$ cat src/hdl/cdr_rate_ppm_map.vh
// constants of the cdr rate search and frequency check block
// assumes inclusion by bare name from the design file
`ifndef CDR_RATE_PPM_MAP_VH
`define CDR_RATE_PPM_MAP_VH
// ****************************************
// register offsets
// ****************************************
`define OFS_BOOST_OVR 8'h03
`define OFS_MUX_CTRL 8'h09
`define OFS_MUX_SEL 8'h1e
`define OFS_CTLE_CTRL 8'h2d
`define OFS_RATE 8'h2f
`define OFS_FIXED_BOOST 8'h3a
`define OFS_BOOST_RB 8'h52
`define OFS_G0_LOW 8'h60
`define OFS_G0_HIGH 8'h61
`define OFS_G1_LOW 8'h62
`define OFS_G1_HIGH 8'h63
`define OFS_TOL 8'h64
// ****************************************
// reset values
// ****************************************
`define RST_BYTE 8'h00
`define RST_TOL 8'hcd
`define RD_UNMAPPED 8'h00
// ****************************************
// field positions
// ****************************************
`define MANUAL_BIT 7
`define CTLE_OVR_BIT 3
`define MUX_OVR_BIT 5
`define RETIME_BIT 7
`define RATE_MSB 7
`define RATE_LSB 4
`define TOL0_MSB 7
`define TOL0_LSB 4
`define TOL1_MSB 3
`define TOL1_LSB 0
// ****************************************
// divide ratio codes: 0 div1, 1 div2, 2 div4, 3 div8
// ****************************************
`define DIV_CODE_1 2'h0
`define DIV_CODE_4 2'h2
`define DIV_CODE_8 2'h3
`define CURSOR_START 3'h7
// enabled ratio masks, 4 bits per rate/subrate, bit n is ratio code n
`define G0_RATIO_MASKS 64'h8111_6211_1f56_7778
`define G1_RATIO_MASKS 64'h1111_6211_1f56_7711
// default targets: 1.25 gbps x8 and 10.3125 gbps x1 as vco/32 counts
`define G0_DEFAULT_COUNT 15'h3200
`define G1_DEFAULT_COUNT 15'h3390
// ****************************************
// timing
// ****************************************
`define CLK_MHZ 100
`define REF_MHZ 25
`define REF_DIV (`CLK_MHZ / `REF_MHZ)
`define WINDOW_REFS 1024
`endif

$ cat src/hdl/cdr_rate_ppm_config.v
// per-channel cdr rate search, vco frequency check and ctle boost select
// assumes a synchronous register port and inputs synchronous to i_clk
// How it works
// - search divide ratios from divide by 8 down to divide by 1
// - rate and subrate pick the enabled ratios of each group
// - unprogrammed targets default to 1.25 and 10.3125 gbps
// - the check window counts a 25 mhz reference made from the clock
// - count vco/32 pulses over 1024 reference periods
// - group 0 target is 15 bits over two registers, bit 7 manual
// - group 1 target is 15 bits over two registers, bit 7 manual
// - one register holds both 4-bit tolerances, group 0 high nibble
// - ctle override bit applies the override boost register
// - readback register shows the boost actually applied
// - at divide 4 or 8 without override the fixed boost register is applied
// - mute without signal or lock, else retimed unless the mux override bit selects raw

`timescale 1ns/1ps
`include "cdr_rate_ppm_map.vh"

module cdr_rate_ppm_config #(
  parameter REF_DIV = `REF_DIV,
  parameter WINDOW_REFS = `WINDOW_REFS
) (
  input wire i_clk,
  input wire i_rst,
  input wire [7:0] i_reg_addr,
  input wire [7:0] i_reg_wdata,
  input wire i_reg_wr,
  input wire i_reg_rd,
  output reg [7:0] o_reg_rdata,
  input wire i_vco_div32_tick,
  input wire i_signal_detect,
  input wire i_lock_lost,
  input wire [7:0] i_adapt_boost,
  output reg [1:0] o_div_code,
  output reg o_vco_group,
  output reg o_measuring,
  output reg o_locked,
  output reg [7:0] o_ctle_boost,
  output wire o_mute,
  output wire o_retimed
);

// ****************************************
// registers
// ****************************************
reg [7:0] boost_ovr_q;
reg [7:0] mux_ctrl_q;
reg [7:0] mux_sel_q;
reg [7:0] ctle_ctrl_q;
reg [7:0] rate_q;
reg [7:0] fixed_boost_q;
reg [7:0] g0_low_q;
reg [7:0] g0_high_q;
reg [7:0] g1_low_q;
reg [7:0] g1_high_q;
reg [7:0] tol_q;

always @(posedge i_clk) begin
  if (i_rst) begin
    boost_ovr_q <= `RST_BYTE;
    mux_ctrl_q <= `RST_BYTE;
    mux_sel_q <= `RST_BYTE;
    ctle_ctrl_q <= `RST_BYTE;
    rate_q <= `RST_BYTE;
    fixed_boost_q <= `RST_BYTE;
    g0_low_q <= `RST_BYTE;
    g0_high_q <= `RST_BYTE;
    g1_low_q <= `RST_BYTE;
    g1_high_q <= `RST_BYTE;
    tol_q <= `RST_TOL;
  end else if (i_reg_wr) begin
    case (i_reg_addr)
      `OFS_BOOST_OVR: boost_ovr_q <= i_reg_wdata;
      `OFS_MUX_CTRL: mux_ctrl_q <= i_reg_wdata;
      `OFS_MUX_SEL: mux_sel_q <= i_reg_wdata;
      `OFS_CTLE_CTRL: ctle_ctrl_q <= i_reg_wdata;
      `OFS_RATE: rate_q <= i_reg_wdata;
      `OFS_FIXED_BOOST: fixed_boost_q <= i_reg_wdata;
      `OFS_G0_LOW: g0_low_q <= i_reg_wdata;
      `OFS_G0_HIGH: g0_high_q <= i_reg_wdata;
      `OFS_G1_LOW: g1_low_q <= i_reg_wdata;
      `OFS_G1_HIGH: g1_high_q <= i_reg_wdata;
      `OFS_TOL: tol_q <= i_reg_wdata;
      default: ;
    endcase
  end
end

// ****************************************
// register read
// ****************************************
reg [7:0] rd_d;
always @* begin
  case (i_reg_addr)
    `OFS_BOOST_OVR: rd_d = boost_ovr_q;
    `OFS_MUX_CTRL: rd_d = mux_ctrl_q;
    `OFS_MUX_SEL: rd_d = mux_sel_q;
    `OFS_CTLE_CTRL: rd_d = ctle_ctrl_q;
    `OFS_RATE: rd_d = rate_q;
    `OFS_FIXED_BOOST: rd_d = fixed_boost_q;
    `OFS_BOOST_RB: rd_d = o_ctle_boost;
    `OFS_G0_LOW: rd_d = g0_low_q;
    `OFS_G0_HIGH: rd_d = g0_high_q;
    `OFS_G1_LOW: rd_d = g1_low_q;
    `OFS_G1_HIGH: rd_d = g1_high_q;
    `OFS_TOL: rd_d = tol_q;
    default: rd_d = `RD_UNMAPPED;
  endcase
end

always @(posedge i_clk) begin
  if (i_rst) begin
    o_reg_rdata <= `RST_BYTE;
  end else if (i_reg_rd) begin
    o_reg_rdata <= rd_d;
  end
end

// ****************************************
// targets and tolerances
// ****************************************
wire [14:0] g0_target;
wire [14:0] g1_target;
wire [3:0] g0_tol;
wire [3:0] g1_tol;

assign g0_target = g0_high_q[`MANUAL_BIT] ?
  {g0_high_q[6:0], g0_low_q} : `G0_DEFAULT_COUNT;
assign g1_target = g1_high_q[`MANUAL_BIT] ?
  {g1_high_q[6:0], g1_low_q} : `G1_DEFAULT_COUNT;
assign g0_tol = tol_q[`TOL0_MSB:`TOL0_LSB];
assign g1_tol = tol_q[`TOL1_MSB:`TOL1_LSB];

// ****************************************
// enabled ratio lookup
// ****************************************
wire [3:0] rate_idx;
wire [63:0] g0_masks;
wire [63:0] g1_masks;
wire [3:0] g0_en;
wire [3:0] g1_en;

assign rate_idx = rate_q[`RATE_MSB:`RATE_LSB];
assign g0_masks = `G0_RATIO_MASKS;
assign g1_masks = `G1_RATIO_MASKS;
assign g0_en = g0_masks[{rate_idx, 2'h0} +: 4];
assign g1_en = g1_masks[{rate_idx, 2'h0} +: 4];

// ****************************************
// reference tick divider
// ****************************************
localparam REF_W = 8;
reg [REF_W-1:0] ref_cnt_q;
wire ref_tick;
assign ref_tick = (ref_cnt_q == REF_DIV[REF_W-1:0] - 1'b1);

always @(posedge i_clk) begin
  if (i_rst || ref_tick) begin
    ref_cnt_q <= {REF_W{1'b0}};
  end else begin
    ref_cnt_q <= ref_cnt_q + 1'b1;
  end
end

// ****************************************
// search state machine
// ****************************************
localparam ST_IDLE = 4'b0001;
localparam ST_SEEK = 4'b0010;
localparam ST_MEAS = 4'b0100;
localparam ST_LOCK = 4'b1000;
localparam WIN_W = 12;

reg [3:0] state_q;
reg [2:0] cursor_q;
reg [WIN_W-1:0] win_q;
reg [15:0] vco_cnt_q;

wire [1:0] cur_div;
wire cur_grp;
wire cur_en;
wire win_done;
wire [15:0] tgt;
wire [15:0] tol;
wire [15:0] diff;
wire match;
wire [15:0] cnt_now;

assign cur_div = cursor_q[2:1];
assign cur_grp = ~cursor_q[0];
assign cur_en = cur_grp ? g1_en[cur_div] : g0_en[cur_div];
assign win_done = ref_tick &&
  (win_q == WINDOW_REFS[WIN_W-1:0] - 1'b1);
assign tgt = {1'b0, o_vco_group ? g1_target : g0_target};
assign tol = {12'h000, o_vco_group ? g1_tol : g0_tol};
assign cnt_now = (i_vco_div32_tick && vco_cnt_q != 16'hffff) ?
  vco_cnt_q + 16'h0001 : vco_cnt_q;
assign diff = (cnt_now >= tgt) ? cnt_now - tgt : tgt - cnt_now;
assign match = (diff <= tol);

always @(posedge i_clk) begin
  if (i_rst) begin
    state_q <= ST_IDLE;
    cursor_q <= `CURSOR_START;
    win_q <= {WIN_W{1'b0}};
    vco_cnt_q <= 16'h0000;
    o_div_code <= `DIV_CODE_8;
    o_vco_group <= 1'b0;
    o_measuring <= 1'b0;
    o_locked <= 1'b0;
  end else if (!i_signal_detect) begin
    state_q <= ST_IDLE;
    cursor_q <= `CURSOR_START;
    o_measuring <= 1'b0;
    o_locked <= 1'b0;
  end else begin
    case (state_q)
      ST_IDLE: begin
        cursor_q <= `CURSOR_START;
        state_q <= ST_SEEK;
      end
      ST_SEEK: begin
        if (!cur_en) begin
          cursor_q <= cursor_q - 1'b1;
        end else if (ref_tick) begin
          // window opens on a reference tick
          o_div_code <= cur_div;
          o_vco_group <= cur_grp;
          o_measuring <= 1'b1;
          win_q <= {WIN_W{1'b0}};
          vco_cnt_q <= 16'h0000;
          state_q <= ST_MEAS;
        end
      end
      ST_MEAS: begin
        vco_cnt_q <= cnt_now;
        if (ref_tick) begin
          win_q <= win_q + 1'b1;
        end
        if (win_done) begin
          o_measuring <= 1'b0;
          if (match) begin
            o_locked <= 1'b1;
            state_q <= ST_LOCK;
          end else begin
            cursor_q <= cursor_q - 1'b1;
            state_q <= ST_SEEK;
          end
        end
      end
      ST_LOCK: begin
        if (i_lock_lost) begin
          o_locked <= 1'b0;
          state_q <= ST_IDLE;
        end
      end
      default: begin
        state_q <= ST_IDLE;
      end
    endcase
  end
end

// ****************************************
// ctle boost select
// ****************************************
wire low_div;
reg [7:0] boost_d;
assign low_div = (o_div_code == `DIV_CODE_4) ||
  (o_div_code == `DIV_CODE_8);

always @* begin
  if (ctle_ctrl_q[`CTLE_OVR_BIT]) begin
    boost_d = boost_ovr_q;
  end else if (low_div) begin
    boost_d = fixed_boost_q;
  end else begin
    boost_d = i_adapt_boost;
  end
end

always @(posedge i_clk) begin
  if (i_rst) begin
    o_ctle_boost <= `RST_BYTE;
  end else begin
    o_ctle_boost <= boost_d;
  end
end

// ****************************************
// output status
// ****************************************
assign o_mute = !(i_signal_detect && o_locked);
assign o_retimed = mux_ctrl_q[`MUX_OVR_BIT] ?
  mux_sel_q[`RETIME_BIT] : 1'b1;

endmodule // cdr_rate_ppm_config

$ cat config.mk
export PLATFORM = sky130hd
export DESIGN_NAME = cdr_rate_ppm_config
export DESIGN_NICKNAME = d
export VERILOG_FILES = /design/src/hdl/cdr_rate_ppm_config.v
export VERILOG_INCLUDE_DIRS = /design/src /design/src/hdl
export SDC_FILE = /design/constraint.sdc
export NUM_CORES = 1
export LEC_CHECK = 0
export ABC_AREA = 1
export BUFFER_PORTS_ARGS = -buffer_cell sky130_fd_sc_hd__buf_2
export CORE_MARGIN = 4
export CORE_UTILIZATION = 56
export CTS_CLUSTER_SIZE = 25
export DETAILED_ROUTE_END_ITERATION = 10
export PLACE_DENSITY = 0.77
export SLEW_MARGIN = 20
export SYNTH_ARGS = -nofsm -noshare
export SYNTH_HDL_FRONTEND = slang
export SYNTH_SLANG_ARGS = --single-unit
$ cat constraint.sdc
create_clock -name i_clk -period 4.53 [get_ports i_clk]
set_clock_uncertainty 0.15 [all_clocks]
set_input_delay 0.453 -clock i_clk [delete_from_list [all_inputs] [get_ports i_clk]]
set_output_delay 0.453 -clock i_clk [all_outputs]
set_load 0.005 [all_outputs]
## Word level (Yosys, flattened, before mapping)

Cells that the tools add are included.

| operators by class | value |
|---|---|
| reduce and logical (&&, ||, !) cells | 28 |
| equal/unequal tests | 29 |
| add/subtract/negate cells | 6 |
| bitwise logic cells | 2 |
| shift operators | 2 |
| magnitude comparators | 3 |
| mux-type cells | 40 |

Operators by type and width:

| kind | number |
|---|---|
| $shiftx 64x7->4 const A | 2 |
| $pmux 8 s12 | 1 |
| $mux 16 | 4 |
| $eq 8x7->1 const B | 6 |
| $mux 15 | 3 |
| $mux 12 | 3 |
| $pmux 16 s2 | 1 |
| $eq 8x6->1 const B | 3 |
| $mux 4 | 6 |
| $pmux 12 s2 | 1 |
| $reduce_and 4->1 | 6 |
| $reduce_and 2->1 | 11 |
| $add 16x1->16 const B | 1 |
| $eq 8x2->1 const B | 2 |
| $ge 16x15->1 | 1 |
| $le 16x4->1 | 1 |
| $mux 8 | 2 |
| $ne 16x16->1 const B | 1 |
| $ne 2x2->1 const B | 8 |
| $pmux 4 s4 | 1 |
| $sub 15x16->16 | 1 |
| $sub 16x15->16 | 1 |
| $add 12x1->12 const B | 1 |
| $eq 12x10->1 const B | 1 |
| 23 further kinds | 42 |

| storage, ports and cells | value |
|---|---|
| bits in registers | 152 |
| bits of input ports | 31 |
| output and inout bits | 23 |

## Depth between registers and ports, before layout

| depth | value |
|---|---|
| depth in word-level cells | 9 |
| depth in mapped cells | 42 |

## Worst setup path before layout

OpenSTA, ideal clock, no wires.

| timing | value |
|---|---|
| path type | reg2reg |
| start point | register vco_cnt_q[0] |
| end point | register cursor_q[0] |
| data required time | 4.247 ns |
| data arrival time | 4.476 ns |
| path buffers | 2 |
| period minus slack after synthesis | 4.759 ns |
| path slack | -0.229 ns |
| cell stages (with the launch flop) | 40 |
| library setup time | 0.133 ns |
| cell sequence | dfxtp_1 > ha_1 > nand3_1 > nor2_2 > nand3_2 > nand2_2 > nor2_1 > nand2_1 > nor3_1 > xor2_1 > inv_1 > ha_1 > clkbuf_2 > nand2_2 > inv_1 > a21oi_1 > nand3_1 > nand2_1 > (+4 left out) > nand2_4 > buf_6 > mux2i_1 > xor2_1 > inv_1 > ha_1 > nand2_1 > inv_1 > nand2_1 > o211ai_1 > nand2_1 > inv_1 > a21oi_2 > nand3_1 > nor2_2 > nand4_2 > nand3_1 > nand3_1 |

| on the way | value |
|---|---|
| cells in the longest elaborated chain, start to end | 8 |
| elaborated cells between the ends (all ways) | 11 |
| those cells by class | 3 x add/sub; 2 x order compare; 2 x eq/ne; 2 x mux; 2 x reduce/logical |

RTL lines:

| item | line | source |
|---|---|---|
| start, declared | cdr_rate_ppm_config.v:178 | `reg [15:0] vco_cnt_q;` |
| start signal, assigned | cdr_rate_ppm_config.v:237 | `vco_cnt_q <= cnt_now;` |
| parallel branches: the longest is 2 deep, another holds $add 16x1->16 | n/a |  |
| $mux 16 * | cdr_rate_ppm_config.v:197 | `assign cnt_now = (i_vco_div32_tick && vco_cnt_q != 16'hffff) ?` |
| $sub 15x16->16 (tied with other cells) | cdr_rate_ppm_config.v:199 | `assign diff = (cnt_now >= tgt) ? cnt_now - tgt : tgt - cnt_now;` |
| $mux 16 * | cdr_rate_ppm_config.v:199 |  |
| $le 16x4->1 * | cdr_rate_ppm_config.v:200 | `assign match = (diff <= tol);` |
| $ne 2x2->1 (no source line) * | n/a |  |
| $reduce_and 4->1 (no source line) * | n/a |  |
| end signal, assigned | cdr_rate_ppm_config.v:205 | `` cursor_q <= `CURSOR_START; `` |
| end signal, assigned | cdr_rate_ppm_config.v:214 | `` cursor_q <= `CURSOR_START; `` |
| end signal, assigned | cdr_rate_ppm_config.v:220 | `` cursor_q <= `CURSOR_START; `` |
| end, declared | cdr_rate_ppm_config.v:176 | `reg [2:0] cursor_q;` |

Every way passes the cells marked *.
A chain may end at the register's enable or synchronous reset.

## Worst setup path after layout

| timing | value |
|---|---|
| start point | register vco_cnt_q[1] |
| end point | register cursor_q[2] |

Same word-level chain as after synthesis.

==> flow_summary.json <==
{
  "cts_tree": "yes",
  "first_pass_iters": 6,
  "cpPeakStageDelay_ns": 0.33,
  "synth_cell_types": 46,
  "final_layout_size_suffix_gt1_share_pct": 15.78,
  "dieArea_sq_mm": 0.01870,
  "num_antenna_cells": 0,
  "fmax_ghz": 0.2123,
  "endpoint": "cursor_q[2]",
  "root_buffer": "clkbuf_16",
  "cp.depth": 37,
  "worst_slew_pin_slew_ns": 0.9719,
  "vias_per_cell": 5.654,
  "r2r_start": "vco_cnt_q[1]",
  "die_y_um": 136.7,
  "cts_hold_buf": 0,
  "clk_pin_slew_ns": 0.07,
  "synth_cells": 1418,
  "p_int_mw": 2.310,
  "dieWidth_um": 136.7,
  "setup_ws_ns": -0.1811,
  "core_area_sq_mm": 0.01606,
  "h-tree-depth": 4,
  "drtIter0Drc": 1240,
  "clk_latency_ns": 0.44,
  "worstSetupPathType": "reg -> reg",
  "port_buffers": 53,
  "clkPwrFrac_pct": 49.7,
  "ys.flop_type": "dfxtp_1",
  "grt_pass1_vias": 9244,
  "syn2layout_area_growth_pct": 20.61,
  "synth_edf_count": 0,
  "required_ns": 4.68,
  "cp-end-kind": "flop",
  "powerDensity_mw_per_mm2": 276.6,
  "slowest_stage": "dfxtp_2",
  "r2r_cells": 37,
  "place_hpwl_mm": 20.02,
  "syn_area_per_cell_sq_um": 6.545,
  "dpl_worst_slack_ns": -0.2190,
  "largest_register": "vco_cnt_q",
  "min_path_type": "in -> reg",
  "setup_violations": 5,
  "grt_pass1_wl_mm": 44.83,
  "max_cap_violations": 0,
  "postRouteAntennaNets": 0,
  "initial_core_util_pct": 57.79,
  "reg_top3": "vco_cnt_q: 16 flops, win_q: 12 flops",
  "worstReg2RegEnd": "cursor_q[2]",
  "grt-ovfl-total": 0,
  "antenna_found_initial": 0,
  "run_status": "finished, violations left",
  "n_fill_cell": 1357,
  "wl_per_cell_um": 16.04,
  "cp_top_family": "simple AND/OR/NAND/NOR gates",
  "start_kind": "flop",
  "min_period_ns": 4.711,
  "use_met1_pct": 38.26,
  "ys_seq_area_share_pct": 32.79,
  "grt_usage_pct": 30.18,
  "layout.nets": 1598,
  "crit_start": "vco_cnt_q[1]",
  "slew_headroom_pct": 34.71,
  "drc": 0,
  "clock_path_buffers": 2,
  "switchingPower_mw": 0.7869,
  "rows": 46,
  "largest_reg_flops": 16,
  "place_congestion": 0.9482,
  "arrival_ns": 4.86,
  "finalHoldViolCount": 0,
  "ys_warn_count": 0,
  "ios": 54,
  "async_reset_ff_share_pct": 0,
  "cts.sinks": 152,
  "final_max_slew_viol_count": 0,
  "syn_nets": 1489,
  "p_total_mw": 3.096,
  "min_from": "i_reg_rd",
  "postSynthRegisterBits": 152,
  "multiInputGateArea_sq_mm": 0.005390,
  "finalCritPeriodShare_pct": 104.0,
  "vias": 9928,
  "met2_usage_pct": 49.73,
  "numCtsBuffers": 17,
  "use_met3_pct": 5.110,
  "busiest_layer": "met2",
  "wirelength_mm": 28.16,
  "reg2reg_slack_ns": -0.18,
  "grt_start_max_net_pins": 77,
  "p_sw_share_pct": 25.41,
  "seq_area_sq_mm": 0.003047,
  "ir_drop_mv": 0.2894,
  "worstPathMaxFanout": 5,
  "rsz0062_at_grt": "true",
  "power.leakage_nw": 4.933,
  "syn-cell-area_sq_mm": 0.009280,
  "power_frac_seq_pct": 43.6,
  "comb_power_share_pct": 6.7,
  "violations": "negative setup slack",
  "worst-path-buf-inv": 4
}
-- worst min path at each step --
stage                                 to  slack (ns)  depth (start not counted)
final                     o_reg_rdata[7]        0.20                          3
after global routing      o_reg_rdata[1]        0.22                          3
after CTS                 o_reg_rdata[4]        0.19                          3
after detailed placement    ref_cnt_q[0]        0.29                          1
after global placement      ref_cnt_q[0]        0.29                          1
after floorplan             ref_cnt_q[0]        0.27                          1
-- worst register-to-register path, delay by kind of cell (launching register included) --
family	cells	cell delay, ns
DFF	1	0.33
buffers and inverters	4	0.27
adders and majority gates	3	0.68
muxes	1	0.24
AOI/OAI and AO/OA	2	0.18
and+or+nand+nor	25	2.36
xor gates and xnor gates	2	0.39
-- synthesized netlist by cell type, types with 6 or more instances --
master	instances	area (sq um)
nand2_1	290	1089
inv_1	242	908.4
a21oi_1	166	830.8
dfxtp_1	152	3043
o21ai_0	116	580.6
nor2_1	105	394.1
nand3_1	79	395.4
clkbuf_1	44	165.2
ha_1	38	475.5
o22ai_1	34	212.7
xor2_1	30	262.8
a221oi_1	24	210.2
nor3_1	20	100.1
nand4_1	14	87.58
nor2_2	6	37.54
-- kinds of logic (layout without fill, tap and decap cells) --
| kind of cell | after synthesis | in the layout | share of synthesized area (%) |
|---|---|---|---|
| buffers and inverters | 296 | 418 | 12.17 |
| DFF | 152 | 152 | 32.79 |
| and+or+nand+nor | 537 | 537 | 24.85 |
| AOI/OAI and AO/OA | 356 | 356 | 21.11 |
| xor gates and xnor gates | 35 | 35 | 3.303 |
| adders and majority gates | 40 | 40 | 5.555 |
| muxes | 2 | 2 | 0.2157 |
-- power groups by stage --
stage	Combinational, mW	Sequential [mW]	Clock (mW)
floorplan	0.132	1.38	0
global route	0.230	1.35	1.59
CTS	0.195	1.35	1.54
finish	0.207	1.35	1.54
detailed placement	0.192	1.38	0
global placement	0.187	1.38	0
-- layer usage --
metal	part of all wire [%]	vias to the layer above
li1	-	4835
met5	0	-
met1	42	4510
met2	46	467
met4	4.7	0
met3	7.1	116
-- through the flow --
stage	util, %	TNS (ns)	area, sq um	instances	hold WS (ns)
2_1_floorplan	-	-0.01927	9373	1418	0.2676
3_3_place_gp	63.80	-0.07641	10240	1709	0.2852
3_5_place_dp	63.85	-0.8163	10250	1709	0.2909
4_1_cts	68.93	-0.1154	11070	1752	0.1921
5_1_grt	69.71	-2.501	11190	1756	0.2227
6_report	69.71	-0.6703	11190	1756	0.2003
-- final cells by class --
type / instances / share of cell area, %
Timing Repair Buffer: 142 / 8.451
Sequential cell: 152 / 27.22
Inverter: 244 / 8.182
Tap cell: 216 / 2.414
Clock buffer: 18 / 3.924
Clock inverter: 14 / 1.654
Multi-Input combinational cell: 970 / 48.16
-- cell usage in the layout (no fill, tap or decap), types with 6 or more instances in the layout --
master / synthesis / final
nand2_1: 290 / 279
inv_1: 242 / 238
a21oi_1: 166 / 163
dfxtp_1: 152 / 149
o21ai_0: 116 / 114
nor2_1: 105 / 101
buf_4: 1 / 88
nand3_1: 79 / 77
buf_2: 5 / 53
o22ai_1: 34 / 34
ha_1: 38 / 33
xor2_1: 30 / 27
a221oi_1: 24 / 24
clkbuf_16: 0 / 17
nor3_1: 20 / 15
nand4_1: 14 / 14
nand2_2: 5 / 11
nand2_4: 3 / 8
nor2_2: 6 / 6
-- what timing repair did --
action,CTS,global route
setup endpoints to repair,6,6
gates resized for setup,22,17
pin swaps,21,21
setup buffers,11,4
Power figures use the tool's default switching activity.
